`config.mk`:
```
export PLATFORM = sky130hd
export DESIGN_NAME = mrrc_top
export DESIGN_NICKNAME = d
export VERILOG_FILES = /design/src/logic/mrrc_pkg.sv /design/src/logic/mrrc_top.sv
export VERILOG_INCLUDE_DIRS = /design/src /design/src/logic
export SDC_FILE = /design/constraint.sdc
export NUM_CORES = 1
export LEC_CHECK = 0
export ABC_AREA = 0
export BUFFER_PORTS_ARGS = -buffer_cell sky130_fd_sc_hd__clkbuf_2
export CAP_MARGIN = 10
export CORE_MARGIN = 2
export CORE_UTILIZATION = 32
export DETAILED_ROUTE_END_ITERATION = 8
export PLACE_DENSITY = 0.69
export RECOVER_POWER = 50
export SLEW_MARGIN = 10
export SYNTH_ARGS = -nofsm -noshare
export SYNTH_HDL_FRONTEND = slang
export SYNTH_SLANG_ARGS = --single-unit
```
`constraint.sdc`:
```
create_clock -name mclk -period 1.77 [get_ports mclk]
set_input_delay 0 -clock mclk [delete_from_list [all_inputs] [get_ports mclk]]
set_output_delay 0 -clock mclk [all_outputs]
set_load 0.02 [all_outputs]
```
`src/logic/mrrc_regs.svh`:
```
// Register offsets, field positions and reset values for the management routing block
`ifndef MRRC_REGS_SVH
`define MRRC_REGS_SVH
`define MRRC_OFS_CTRL        16'h5820
`define MRRC_OFS_ROUTE       16'h5860
`define MRRC_OFS_AUX         16'h5870
`define MRRC_BIT_RST_OCC     16
`define MRRC_BIT_RX_EN       17
`define MRRC_BIT_KEEP_LINK   18
`define MRRC_BIT_RX_ALL      19
`define MRRC_BIT_MCST_PASS   20
`define MRRC_BIT_M2H_EN      21
`define MRRC_BIT_XSUM        23
`define MRRC_BIT_FIXED_TAG   25
`define MRRC_BIT_TAG_SEL     26
`define MRRC_BIT_ARP_DIS     28
`define MRRC_CTRL_WMASK      32'h16be0000
`define MRRC_CTRL_RESET      32'h10000000
`define MRRC_ROUTE_RESET     8'h00
`endif

```
`src/logic/mrrc_pkg.sv`:
```
// Types shared by the management routing block
package mrrc_pkg;
    typedef struct packed {
        logic        valid;
        logic        l2_pass;
        logic        multicast;
        logic        broadcast;
        logic        vlan_tagged;
        logic        xsum_ok;
        logic        is_arp_req;
        logic        ip_filter_cfg;
        logic [3:0]  ip_match;
        logic [7:0]  filter_hit;
    } mrrc_pkt_s;
    typedef struct packed {
        logic        to_mgmt;
        logic        to_host;
        logic        mcst_l2;
    } mrrc_route_s;
    typedef enum logic [1:0] {
        MRRC_IDLE = 2'b00,
        MRRC_RESP = 2'b01
    } mrrc_bus_e;
endpackage

```
`src/logic/mrrc_top.sv`:
```
// Management receive routing control registers and packet steering
// Notes on behaviour
// - Bit 16 sets on management reset; only power-on reset clears it.
// - Bit 17 enables the wire receive path into management.
// - Bit 17 set keeps the PHY powered in power-saving states.
// - Bit 18 blocks PHY reset on PCIe resets and holds power state.
// - Writes to bit 18 ignored unless the skip-PHY-reset strap is set.
// - Power-on reset clears bit 18.
// - Bit 19 sends eligible L2-passed packets to management without a filter hit.
// - Bit 20 passes all multicast through L2; broadcast unaffected.
// - Bit 21 globally gates all per-filter host forwarding.
// - Filter n hit goes to host if route bit n and gate set.
// - Bit 23 forwards only packets with good L3 and L4 checksums.
// - Bit 25 restricts management forwarding to the selected tagging.
// - Bit 26 zero picks untagged, one picks tagged; only with bit 25.
// - Bit 28 resets to one and disables ARP IP address compare.
// - Bit 28 clear: ARP request needs IP filter set and address match.
// - Bit 28 affects management filtering only, never wake ARP.
// - Power-on reset clears the whole routing register.
`timescale 1ns/1ps
`default_nettype none
`include "mrrc_regs.svh"
module mrrc_top (
    input  wire logic                 mclk,
    input  wire logic                 rst_n,
    input  wire logic                 mgmt_reset_event,
    input  wire logic                 nvm_skip_phy_reset,
    input  wire logic                 pcie_fundamental_reset_pin,
    input  wire logic                 pcie_inband_reset,
    input  wire logic                 power_saving,
    input  wire logic                 wake_arp_in,
    input  wire mrrc_pkg::mrrc_pkt_s  pkt_in,
    input  wire logic [15:0]          avs_address,
    input  wire logic                 avs_read,
    input  wire logic                 avs_write,
    input  wire logic [31:0]          avs_writedata,
    input  wire logic [3:0]           avs_byteenable,
    output logic [31:0]               avs_readdata,
    output logic                      avs_waitrequest,
    output logic [1:0]                avs_response,
    output logic                      phy_reset,
    output logic                      phy_power_keep,
    output logic                      phy_hold_power_state,
    output logic                      wake_arp_out,
    output mrrc_pkg::mrrc_route_s     route_out
);
    import mrrc_pkg::*;

    logic [31:0] ctrl_r;
    logic [7:0]  route_r;
    logic [31:0] rdata_r;
    logic [1:0]  resp_r;
    logic        wait_r;
    mrrc_bus_e   bus_r;
    logic        phy_reset_r;
    logic        phy_keep_r;
    logic        phy_hold_r;
    logic        wake_arp_r;
    mrrc_route_s route_r2;

    function automatic logic [31:0] be_mask(input logic [3:0] be);
        be_mask = {{8{be[3]}}, {8{be[2]}}, {8{be[1]}}, {8{be[0]}}};
    endfunction

    wire         req       = (avs_read | avs_write) & (bus_r == MRRC_IDLE);
    wire         hit_ctrl  = avs_address == `MRRC_OFS_CTRL;
    wire         hit_route = avs_address == `MRRC_OFS_ROUTE;
    wire         hit_aux   = avs_address == `MRRC_OFS_AUX;
    wire         wr_ctrl   = req & avs_write & hit_ctrl;
    wire         wr_route  = req & avs_write & hit_route;
    wire [31:0]  bmask     = be_mask(avs_byteenable);
    // Keep-link-up bit writable only with strap set
    wire [31:0]  ctrl_wm   = `MRRC_CTRL_WMASK & ~(nvm_skip_phy_reset ? 32'h0 :
                             (32'h1 << `MRRC_BIT_KEEP_LINK)) & bmask;
    wire [31:0]  ctrl_wr   = (ctrl_r & ~ctrl_wm) | (avs_writedata & ctrl_wm);
    // Management reset flag is sticky and set wins over any write
    wire [31:0]  ctrl_nxt  = (wr_ctrl ? ctrl_wr : ctrl_r) |
                             ({31'h0, mgmt_reset_event} << `MRRC_BIT_RST_OCC);
    wire [7:0]   route_nxt = wr_route ? ((route_r & ~bmask[7:0]) |
                             (avs_writedata[7:0] & bmask[7:0])) : route_r;
    wire [31:0]  rd_mux    = hit_ctrl  ? ctrl_r :
                             hit_route ? {24'h0, route_r} :
                             hit_aux   ? {30'h0, phy_hold_r, phy_keep_r} : 32'h0;
    wire [1:0]   resp_nxt  = (hit_ctrl | hit_route | hit_aux) ? 2'b00 : 2'b10;

    wire rx_en     = ctrl_r[`MRRC_BIT_RX_EN];
    wire keep_link = ctrl_r[`MRRC_BIT_KEEP_LINK];
    wire rx_all    = ctrl_r[`MRRC_BIT_RX_ALL];
    wire mcst_pass = ctrl_r[`MRRC_BIT_MCST_PASS];
    wire m2h_en    = ctrl_r[`MRRC_BIT_M2H_EN];
    wire xsum_en   = ctrl_r[`MRRC_BIT_XSUM];
    wire fixed_tag = ctrl_r[`MRRC_BIT_FIXED_TAG];
    wire tag_sel   = ctrl_r[`MRRC_BIT_TAG_SEL];
    wire arp_dis   = ctrl_r[`MRRC_BIT_ARP_DIS];

    // Multicast passes L2 when bit 20 is set; broadcast does not
    wire l2_ok    = pkt_in.l2_pass | (mcst_pass & pkt_in.multicast & ~pkt_in.broadcast);
    wire xsum_ok  = ~xsum_en | pkt_in.xsum_ok;
    wire tag_ok   = ~fixed_tag | (tag_sel == pkt_in.vlan_tagged);
    wire arp_ok   = arp_dis | ~pkt_in.is_arp_req |
                    (pkt_in.ip_filter_cfg & (|pkt_in.ip_match));
    wire elig     = pkt_in.valid & rx_en & l2_ok & xsum_ok & tag_ok & arp_ok;
    wire flt_hit  = |pkt_in.filter_hit;
    wire to_mgmt  = elig & (rx_all | flt_hit);
    wire to_host  = elig & m2h_en & (|(pkt_in.filter_hit & route_r));
    wire pcie_rst = pcie_fundamental_reset_pin | pcie_inband_reset;

    always_ff @(posedge mclk or negedge rst_n) begin
        if (!rst_n) begin
            ctrl_r  <= `MRRC_CTRL_RESET;
            route_r <= `MRRC_ROUTE_RESET;
        end else begin
            ctrl_r  <= ctrl_nxt;
            route_r <= route_nxt;
        end
    end

    always_ff @(posedge mclk or negedge rst_n) begin
        if (!rst_n) begin
            bus_r   <= MRRC_IDLE;
            wait_r  <= 1'b1;
            rdata_r <= 32'h0;
            resp_r  <= 2'b00;
        end else begin
            case (bus_r)
                MRRC_IDLE: begin
                    if (req) begin
                        bus_r   <= MRRC_RESP;
                        wait_r  <= 1'b0;
                        rdata_r <= avs_read ? rd_mux : 32'h0;
                        resp_r  <= resp_nxt;
                    end
                end
                MRRC_RESP: begin
                    bus_r  <= MRRC_IDLE;
                    wait_r <= 1'b1;
                end
                default: begin
                    bus_r  <= MRRC_IDLE;
                    wait_r <= 1'b1;
                end
            endcase
        end
    end

    always_ff @(posedge mclk or negedge rst_n) begin
        if (!rst_n) begin
            phy_reset_r <= 1'b0;
            phy_keep_r  <= 1'b0;
            phy_hold_r  <= 1'b0;
            wake_arp_r  <= 1'b0;
            route_r2    <= '0;
        end else begin
            phy_reset_r <= pcie_rst & ~keep_link;
            phy_keep_r  <= rx_en & power_saving;
            phy_hold_r  <= keep_link;
            wake_arp_r  <= wake_arp_in;
            route_r2    <= '{to_mgmt: to_mgmt, to_host: to_host & to_mgmt, mcst_l2: l2_ok};
        end
    end

    assign avs_readdata         = rdata_r;
    assign avs_waitrequest      = wait_r;
    assign avs_response         = resp_r;
    assign phy_reset            = phy_reset_r;
    assign phy_power_keep       = phy_keep_r;
    assign phy_hold_power_state = phy_hold_r;
    assign wake_arp_out         = wake_arp_r;
    assign route_out            = route_r2;
endmodule
`default_nettype wire
```
## Yosys cells after proc, flatten, opt, wreduce, memory -nomap -nowiden

Index checks and enable logic that the tools add are counted.

| storage, ports and cells | value |
|---|---|
| flip-flop bits (word level) | 84 |
| input port bits | 82 |
| output and inout bits | 42 |
| logic and storage cells | 79 |

| operators by class | value |
|---|---|
| eq/ne operators | 5 |
| multiplexer cells | 11 |
| bitwise gates (word level) | 45 |
| reduce and logical (&&, ||, !) cells | 5 |

Operators with widths:

| kind | number |
|---|---|
| $mux W32 | 3 |
| $and A32 B32 Y32 | 2 |
| $eq A16 B15 Y1 const B | 3 |
| $and A29 B32 Y32 | 1 |
| $not A32 Y32 | 1 |
| $or A32 B17 Y32 | 1 |
| $or A32 B32 Y32 | 1 |
| $not A19 Y29 | 1 |
| $and A8 B8 Y8 | 3 |
| $mux W19 | 1 |
| $and A1 B1 Y1 | 18 |
| $reduce_or A8 Y1 | 2 |
| $or A1 B1 Y1 | 10 |
| $mux W2 | 4 |
| $mux W8 | 1 |
| $not A8 Y8 | 1 |
| $or A8 B8 Y8 | 1 |
| $not A1 Y1 | 5 |
| $reduce_or A4 Y1 | 1 |
| $logic_not A2 Y1 | 1 |
| $mux W1 | 2 |
| $ne A2 B2 Y1 const B | 1 |
| $reduce_and A2 Y1 | 1 |
| $eq A1 B1 Y1 | 1 |

## Longest topological paths before layout

Gate-level depths: netlist of the first run.

| depth | value |
|---|---|
| word-level depth | 10 |
| mapped depth | 5 |
| gate-level depth less buffers | 4 |

## Worst setup path after synthesis of the first run

OpenSTA, ideal clock, no wires.

| path | value |
|---|---|
| path kind | register to register |
| start | register bus_r[0] |
| end | register with a tool-made name |
| library setup time | 0.125 ns |
| data arrival time | 1.397 ns |
| required time | 1.645 ns |
| slack | 0.248 ns |
| cell stages (with the launch flop) | 6 |
| path buffers | 1 |
| path through | dfrtp_1 nor4_4 and2_4 and4_4 buf_6 mux2_4 |

RTL lines:

| element | RTL line | RTL |
|---|---|---|
| from (decl) | mrrc_top.sv:54 | `mrrc_bus_e bus_r;` |
| from (signal assigned) | mrrc_top.sv:120 | `bus_r <= MRRC_IDLE;` |
| from (signal assigned) | mrrc_top.sv:128 | `bus_r <= MRRC_RESP;` |
| from (signal assigned) | mrrc_top.sv:135 | `bus_r <= MRRC_IDLE;` |

==> results by group, run 1 <==
Outcome
  • Status: complete, no violations

Cells and area
  • Number of filler cells placed in the layout: 630
  • Count of inserted antenna diode cells: 0
  • Leading cell types in the layout, fill and taps excluded: clkbuf_2, dfrtp_1, clkbuf_1, dlygate4sd3_1, a22o_1
  • Synth-to-Final Area Change: 38.8%
  • Share of post-route cells with drive strength above 1: 36.0%
  • Number of standard cells in the layout, taps in and fillers out: 360
  • Commonest non-fill, non-tap cell in the layout: clkbuf_2
  • Number of nets in the final layout: 364

Die
  • Starting utilization of the core area: 32.9%
  • Area of the core region: 6280 um2
  • Total Die Area: 7110 um2
  • X dimension of the die: 84.3 um
  • Height of the chip: 84.3 um
  • I/O Pins: 124
  • Row cnt: 29

Pwr
  • PwrDens: 692 nW/um2
  • Static leakage: 1.45 nW
  • Worst IR drop on VDD: 357 uV

STA
  • Final critical-path required period: 1510 ps
  • Setup repair after global routing missed its margin: no
  • Post-route fraction of the period consumed by the critical path: 85.5%
  • Slew at the pin closest to its max-slew limit: 1210 ps
  • Peak Freq: 0.661 GHz
  • Setup violations, final: 0
  • Worst clock skew: 9.78 ps
  • Final Hold Viols: 0
  • Slew Limit Headroom: 19.1%
  • Max Slew Vio Count: 0
  • Summed negative setup slack over all endpoints: 0 ps

Min path
  • Worst Hold Launch: pkt_in[13]
  • Path class of the lowest-slack min-delay path: input port to register
  • Hold Path End: route_out[2]
  • Worst hold path stage count: 3

Placed design
  • Routability Congestion: 0.693
  • DP Cell Count: 327
  • DP HPWL: 3.85 mm
  • Count of input and output buffers: 92

Global routing
  • Vias in the first global route: 1750
  • Routing layer with the top usage in global route: met2
  • Number of antenna violations at the first check in global routing: 0
  • First-pass GRT wire length: 8.14 mm
  • Fraction of met3 tracks used by global routing: 3.24%
  • Total track usage: 14.7%
  • Global route overflow: 0
  • Global Route met2 Usage: 24.6%
  • Pin count of the biggest net entering global routing: 23
  • Met1 usage: 19.0%

Drt
  • Number of nets with antenna violations after detailed routing: 0
  • Final Routed Wirelength: 5.10 mm
  • Post-DR wirelength/cell: 14.2 um
  • Detailed-route vias per instance: 4.70
  • Via count: 1692
  • DR DRC count: 0
  • First-pass DRT Iterations: 4
  • Number of design-rule violations left by the first detailed-router iteration: 40

Clocking
  • Number of gates resized after cts: 0
  • CTS tree: built
  • Max Buffers Root-to-Sink: 2
  • Sinks on Clock Net: 46
  • Number of setup buffers added after CTS: 0
  • CTS buffer count: 5
  • Number of levels in the clock H-tree: 2
  • Worst skew pair latency: 300 ps
  • Cell at the root of the clock tree: clkbuf_8
  • Clock input transition at the sequential cells of the worst setup and hold paths: 90 ps

Logic synthesis
  • Syn Area/Cell: 12.9 um2
  • Synth Instances: 160
  • Post-synthesis sequential area ratio: 55.9%
  • Flip-flop and latch count after synthesis: 46
  • Number of different library cells in the post-synthesis netlist: 39
  • Total number of yosys warnings: 0
  • Post-Synthesis Cell Area: 2060 um2

Critical path
  • Worst Setup Path Type: register to register
  • Startpoint type of the worst setup path: register
  • Req. time, crit path: 1960 ps
  • Data arrival time of the critical path: 1700 ps
  • Nature of the critical path endpoint: register
  • FF-to-FF setup slack: 260 ps
  • Largest fanout on the critical path: 5
  • Origin of the critical flop-to-flop path: bus_r[0]
  • Worst Reg-to-Reg Cells: 4

Flow run
  • Max-capacitance violation count: 0
[report_power, final]
part,switching [mW],internal (mW)
logic,0.137,0.115
clock network,0.345,0.315
registers,0.00553,1.06
[cell type report]
type | instances | area, um2 | area share [%]
timing repair buffer | 121 | 704 | 24.6
multi-input combinational | 105 | 808 | 28.2
clock buffer | 7 | 86.3 | 3.01
sequential | 46 | 1150 | 40.3
clock inverter | 1 | 5.00 | 0.175
tap | 77 | 96.3 | 3.36
inverter | 3 | 11.3 | 0.393
[worst max-delay path, cell delays in order, from the launching register on]
cell	delay [ps]
dfrtp_1	410
nor4_4	180
and2_4	190
and4_4	310
mux2_4	310
[synthesized netlist by cell type]
cell type  number  area (um2)
a21oi_1         1        5.00
a221oi_1        1        8.76
a22o_1         16         140
a22oi_1         4        30.0
a2bb2oi_1       1        8.76
and2_1          1        6.26
and2_4          1        8.76
and3_1          4        25.0
and3_2          2        15.0
and4_1          2        17.5
and4_4          1        11.3
buf_2           1        5.00
buf_4          16         120
buf_6           1        11.3
clkbuf_1        2        7.51
conb_1          1        3.75
dfrtp_1        44        1100
dfstp_2         2        52.6
inv_1           3        11.3
mux2_1          1        11.3
mux2_2         11         124
mux2_4          5        75.1
mux2i_1         2        20.0
nand2_1         6        22.5
nand3_1         2        10.0
nand3b_1        1        7.51
nand4_1         2        12.5
nor2_1          8        30.0
nor2b_1         1        6.26
nor3_1          1        5.00
nor4_1          3        18.8
nor4_4          1        21.3
nor4b_4         1        23.8
nor4bb_1        4        40.0
o21ai_0         2        10.0
o21bai_1        1        7.51
o41ai_1         1        8.76
or2_2           2        12.5
xor2_1          1        8.76
[worst max path at each step]
stage	start	end	slack [ps]	cells after the start
after detailed placement	bus_r[0]	register	240	4
after global routing	rst_n	avs_waitrequest	90	3
after floorplan	bus_r[0]	register	250	5
final	bus_r[0]	register	260	4
after global placement	bus_r[0]	register	260	4
after CTS	bus_r[0]	register	230	4
[kinds of logic (layout without fill, tap and decap cells)]
group                  count (synthesis)  in the layout  share of synthesized area, %
buffers and inverters                 23            132                          7.52
XOR/XNOR                               1              1                         0.424
AO/OA/AOI/OAI                         27             27                          10.6
other                                  1             15                         0.182
multiplexers                          19             19                          11.2
flip-flops                            46             46                          55.9
AND/OR/NAND/NOR                       43             43                          14.2
[per-stage QoR]
stage	worst slack [ps]	util (%)	hold WS (ps)	power (mW)	cell area, um2
floorplan	248	-	-296	1.20	2120
global placement	260	40.8	9.71	1.30	2560
detailed placement	238	40.8	17.1	1.30	2560
CTS	228	46.2	74.7	2.01	2900
global route	92.6	45.6	87.2	2.08	2870
finish	257	45.6	69.9	1.98	2870
[metal layers]
metal,wire [um],share of wire [%]
met1,2280,45
met2,2440,48
met3,315,6.2
met4,63,1.2
met5,0,0
[timing repair]
action | 4_1_cts | 5_1_grt
endpoints found under the hold margin | 41 | 0
hold buffers | 25 | 0
endpoints found under the setup margin | 0 | 0
Note: power is estimated with default switching activity, not from simulation.
==> run 2: changes to the inputs <==
--- a/config.mk
+++ b/config.mk
@@ -7,7 +7,7 @@
 export NUM_CORES = 1
 export LEC_CHECK = 0
 export ABC_AREA = 0
-export BUFFER_PORTS_ARGS = -buffer_cell sky130_fd_sc_hd__clkbuf_2
+export BUFFER_PORTS_ARGS = -buffer_cell sky130_fd_sc_hd__buf_2
 export CAP_MARGIN = 10
 export CORE_MARGIN = 2
 export CORE_UTILIZATION = 32
==> results by group, run 2 (same netlist as run 1, synthesis figures left out) <==
Clocking
  • Number of levels in the clock H-tree: 2 (unchanged)
  • CTS tree: built
  • Max Buffers Root-to-Sink: 2 (unchanged)
  • Number of hold buffers added after CTS: 25 (unchanged)
  • Cell at the root of the clock tree: clkbuf_8
  • Number of gates resized after cts: 0 (unchanged)
  • Clock input transition at the sequential cells of the worst setup and hold paths: 80 ps (about the same)
  • Worst skew pair latency: 290 ps (about the same)
  • Sinks on Clock Net: 46 (unchanged)
  • Number of setup buffers added after CTS: 0 (unchanged)
  • CTS buffer count: 5 (unchanged)

Global routing
  • Total track usage: 15.0% (+0.28 points)
  • Global route overflow: 0 (unchanged)
  • Number of antenna violations at the first check in global routing: 0 (unchanged)
  • Pin count of the biggest net entering global routing: 26 (+13%)
  • First-pass GRT wire length: 8.40 mm (+3.2%)
  • Vias in the first global route: 1687 (-3.6%)

Outcome
  • Status: complete, no violations

STA
  • Worst hold slack: 88.2 ps (+18.3 ps)
  • Summed negative setup slack over all endpoints: 0 ps (unchanged)
  • Setup violations, final: 0 (unchanged)
  • Setup repair after global routing missed its margin: no
  • Max Slew Vio Count: 0 (unchanged)
  • Post-route fraction of the period consumed by the critical path: 86.3% (+0.76 points)
  • Final Hold Viols: 0 (unchanged)
  • Slew Limit Headroom: 10.4% (-8.7 points)
  • Worst clock skew: 3.27 ps (-6.51 ps)
  • Peak Freq: 0.655 GHz (-0.88%)
  • Slew at the pin closest to its max-slew limit: 1340 ps (+131 ps)
  • Final critical-path required period: 1530 ps (+13.4 ps)

Cells and area
  • Sequential Area: 1150 um2 (unchanged)
  • Number of standard cells in the layout, taps in and fillers out: 359 (-0.28%)
  • Share of post-route cells with drive strength above 1: 40.4% (+4.4 points)
  • Commonest non-fill, non-tap cell in the layout: buf_2
  • Leading cell types in the layout, fill and taps excluded: buf_2, dfrtp_1, dlygate4sd3_1, a22o_1
  • Total area of multi-input combinational cells: 808 um2 (unchanged)
  • Number of nets in the final layout: 363 (-0.27%)
  • Number of filler cells placed in the layout: 585 (-7.1%)
  • Final std cell area, no fill: 2890 um2 (+0.83%)
  • Synth-to-Final Area Change: 39.9%
  • Count of inserted antenna diode cells: 0 (unchanged)

Critical path
  • Crit path from: bus_r[0]
  • Worst Reg-to-Reg Cells: 4 (unchanged)
  • Worst Setup Path Type: register to register
  • Cell with the largest stage delay on the worst path: dfrtp_1
  • Origin of the critical flop-to-flop path: bus_r[0]
  • Nature of the critical path endpoint: register
  • FF-to-FF setup slack: 240 ps (about the same)
  • CP max stage delay: 410 ps (about the same)
  • Startpoint type of the worst setup path: register
  • Dominant delay contributor by cell family on the critical path: simple AND/OR/NAND/NOR gates
  • Number of logic stages on the critical path including buffering: 4 (unchanged)
  • Largest fanout on the critical path: 5 (unchanged)
  • Data arrival time of the critical path: 1710 ps (about the same)
  • Req. time, crit path: 1950 ps (about the same)
  • Critical path cell sequence: nor4_4, and2_4, and4_4, mux2_4
  • Buffers and inverters on the worst path: 0 (unchanged)

Die
  • I/O Pins: 124 (unchanged)
  • Height of the chip: 84.3 um (unchanged)
  • Starting utilization of the core area: 32.9% (unchanged)
  • Area of the core region: 6280 um2 (unchanged)
  • Row cnt: 29 (unchanged)
  • X dimension of the die: 84.3 um (unchanged)
  • Total Die Area: 7110 um2 (unchanged)

Flow run
  • Max-capacitance violation count: 0 (unchanged)

Placed design
  • DP Cell Count: 326 (-0.31%)
  • Routability Congestion: 0.695 (+0.25%)
  • Post-place instance area: 2560 um2 (+0.20%)
  • DP HPWL: 3.82 mm (-0.66%)
  • Count of input and output buffers: 92 (unchanged)

Pwr
  • Worst IR drop on VDD: 269 uV (-25%)
  • PwrDens: 685 nW/um2 (-0.90%)
  • Static leakage: 1.49 nW (+3.0%)

Drt
  • Number of nets with antenna violations after detailed routing: 0 (unchanged)
  • First-pass DRT Iterations: 4 (unchanged)
  • Number of design-rule violations left by the first detailed-router iteration: 70 (+75%)
  • Detailed-route vias per instance: 4.61 (-2.0%)
  • Via count: 1654 (-2.2%)
  • Final Routed Wirelength: 5.14 mm (+0.86%)
  • Post-DR wirelength/cell: 14.3 um (+1.1%)
  • DR DRC count: 0 (unchanged)

Min path
  • Path class of the lowest-slack min-delay path: input port to register
run 2: cell count changes in the layout (fill, tap and decap cells not counted):
cell / change
buf_4: -1
buf_12: +1
clkbuf_2: -66
clkbuf_1: -13
buf_2: +78
run 2: power by group:
group          leakage [nW]  total, mW  internal, mW  switching [mW]
clock network        0.0482      0.656         0.315           0.340
logic                 0.826      0.255         0.117           0.138
registers             0.615       1.07          1.06         0.00583
total                  1.49       1.98          1.50           0.484
run 2: cell type report:
class / instances / area share [%]
multi-input combinational: 105 / 28.0
tap: 77 / 3.33
clock inverter: 1 / 0.173
timing repair buffer: 120 / 25.2
clock buffer: 7 / 2.99
sequential: 46 / 39.9
inverter: 3 / 0.390
run 2: layer usage:
layer / part of all wire, % / vias to the layer above / global-route usage [%]
li1: - / 801 / -
met1: 44 / 781 / 19.6
met2: 49 / 68 / 25.2
met3: 6.3 / 4 / 3.44
met4: 0.80 / 0 / 3.96
met5: 0 / - / 0
run 2: per-stage QoR:
step | power (mW) | utilization [%] | setup WS, ps
after CTS | 2.01 | 46.3 | 223
after detailed placement | 1.31 | 40.9 | 236
final | 1.98 | 46.0 | 243
after global routing | 2.08 | 46.0 | 140
after floorplan | 1.20 | - | 248
after global placement | 1.30 | 40.9 | 265
run 2: worst min path at each step:
stage | start | end | slack [ps] | cells after the start
after floorplan | rst_n | async pin | -300 | 0
after global placement | rst_n | avs_readdata[2] | 9 | 1
after detailed placement | rst_n | avs_readdata[3] | 20 | 1
after CTS | pkt_in[13] | route_out[2] | 80 | 3
after global routing | pkt_in[13] | route_out[2] | 80 | 3
final | pkt_in[13] | route_out[2] | 90 | 3
run 2: worst min-delay path: stages:
cell	delay, ps
buf_2	80
nand3b_1	70
and4_1	190
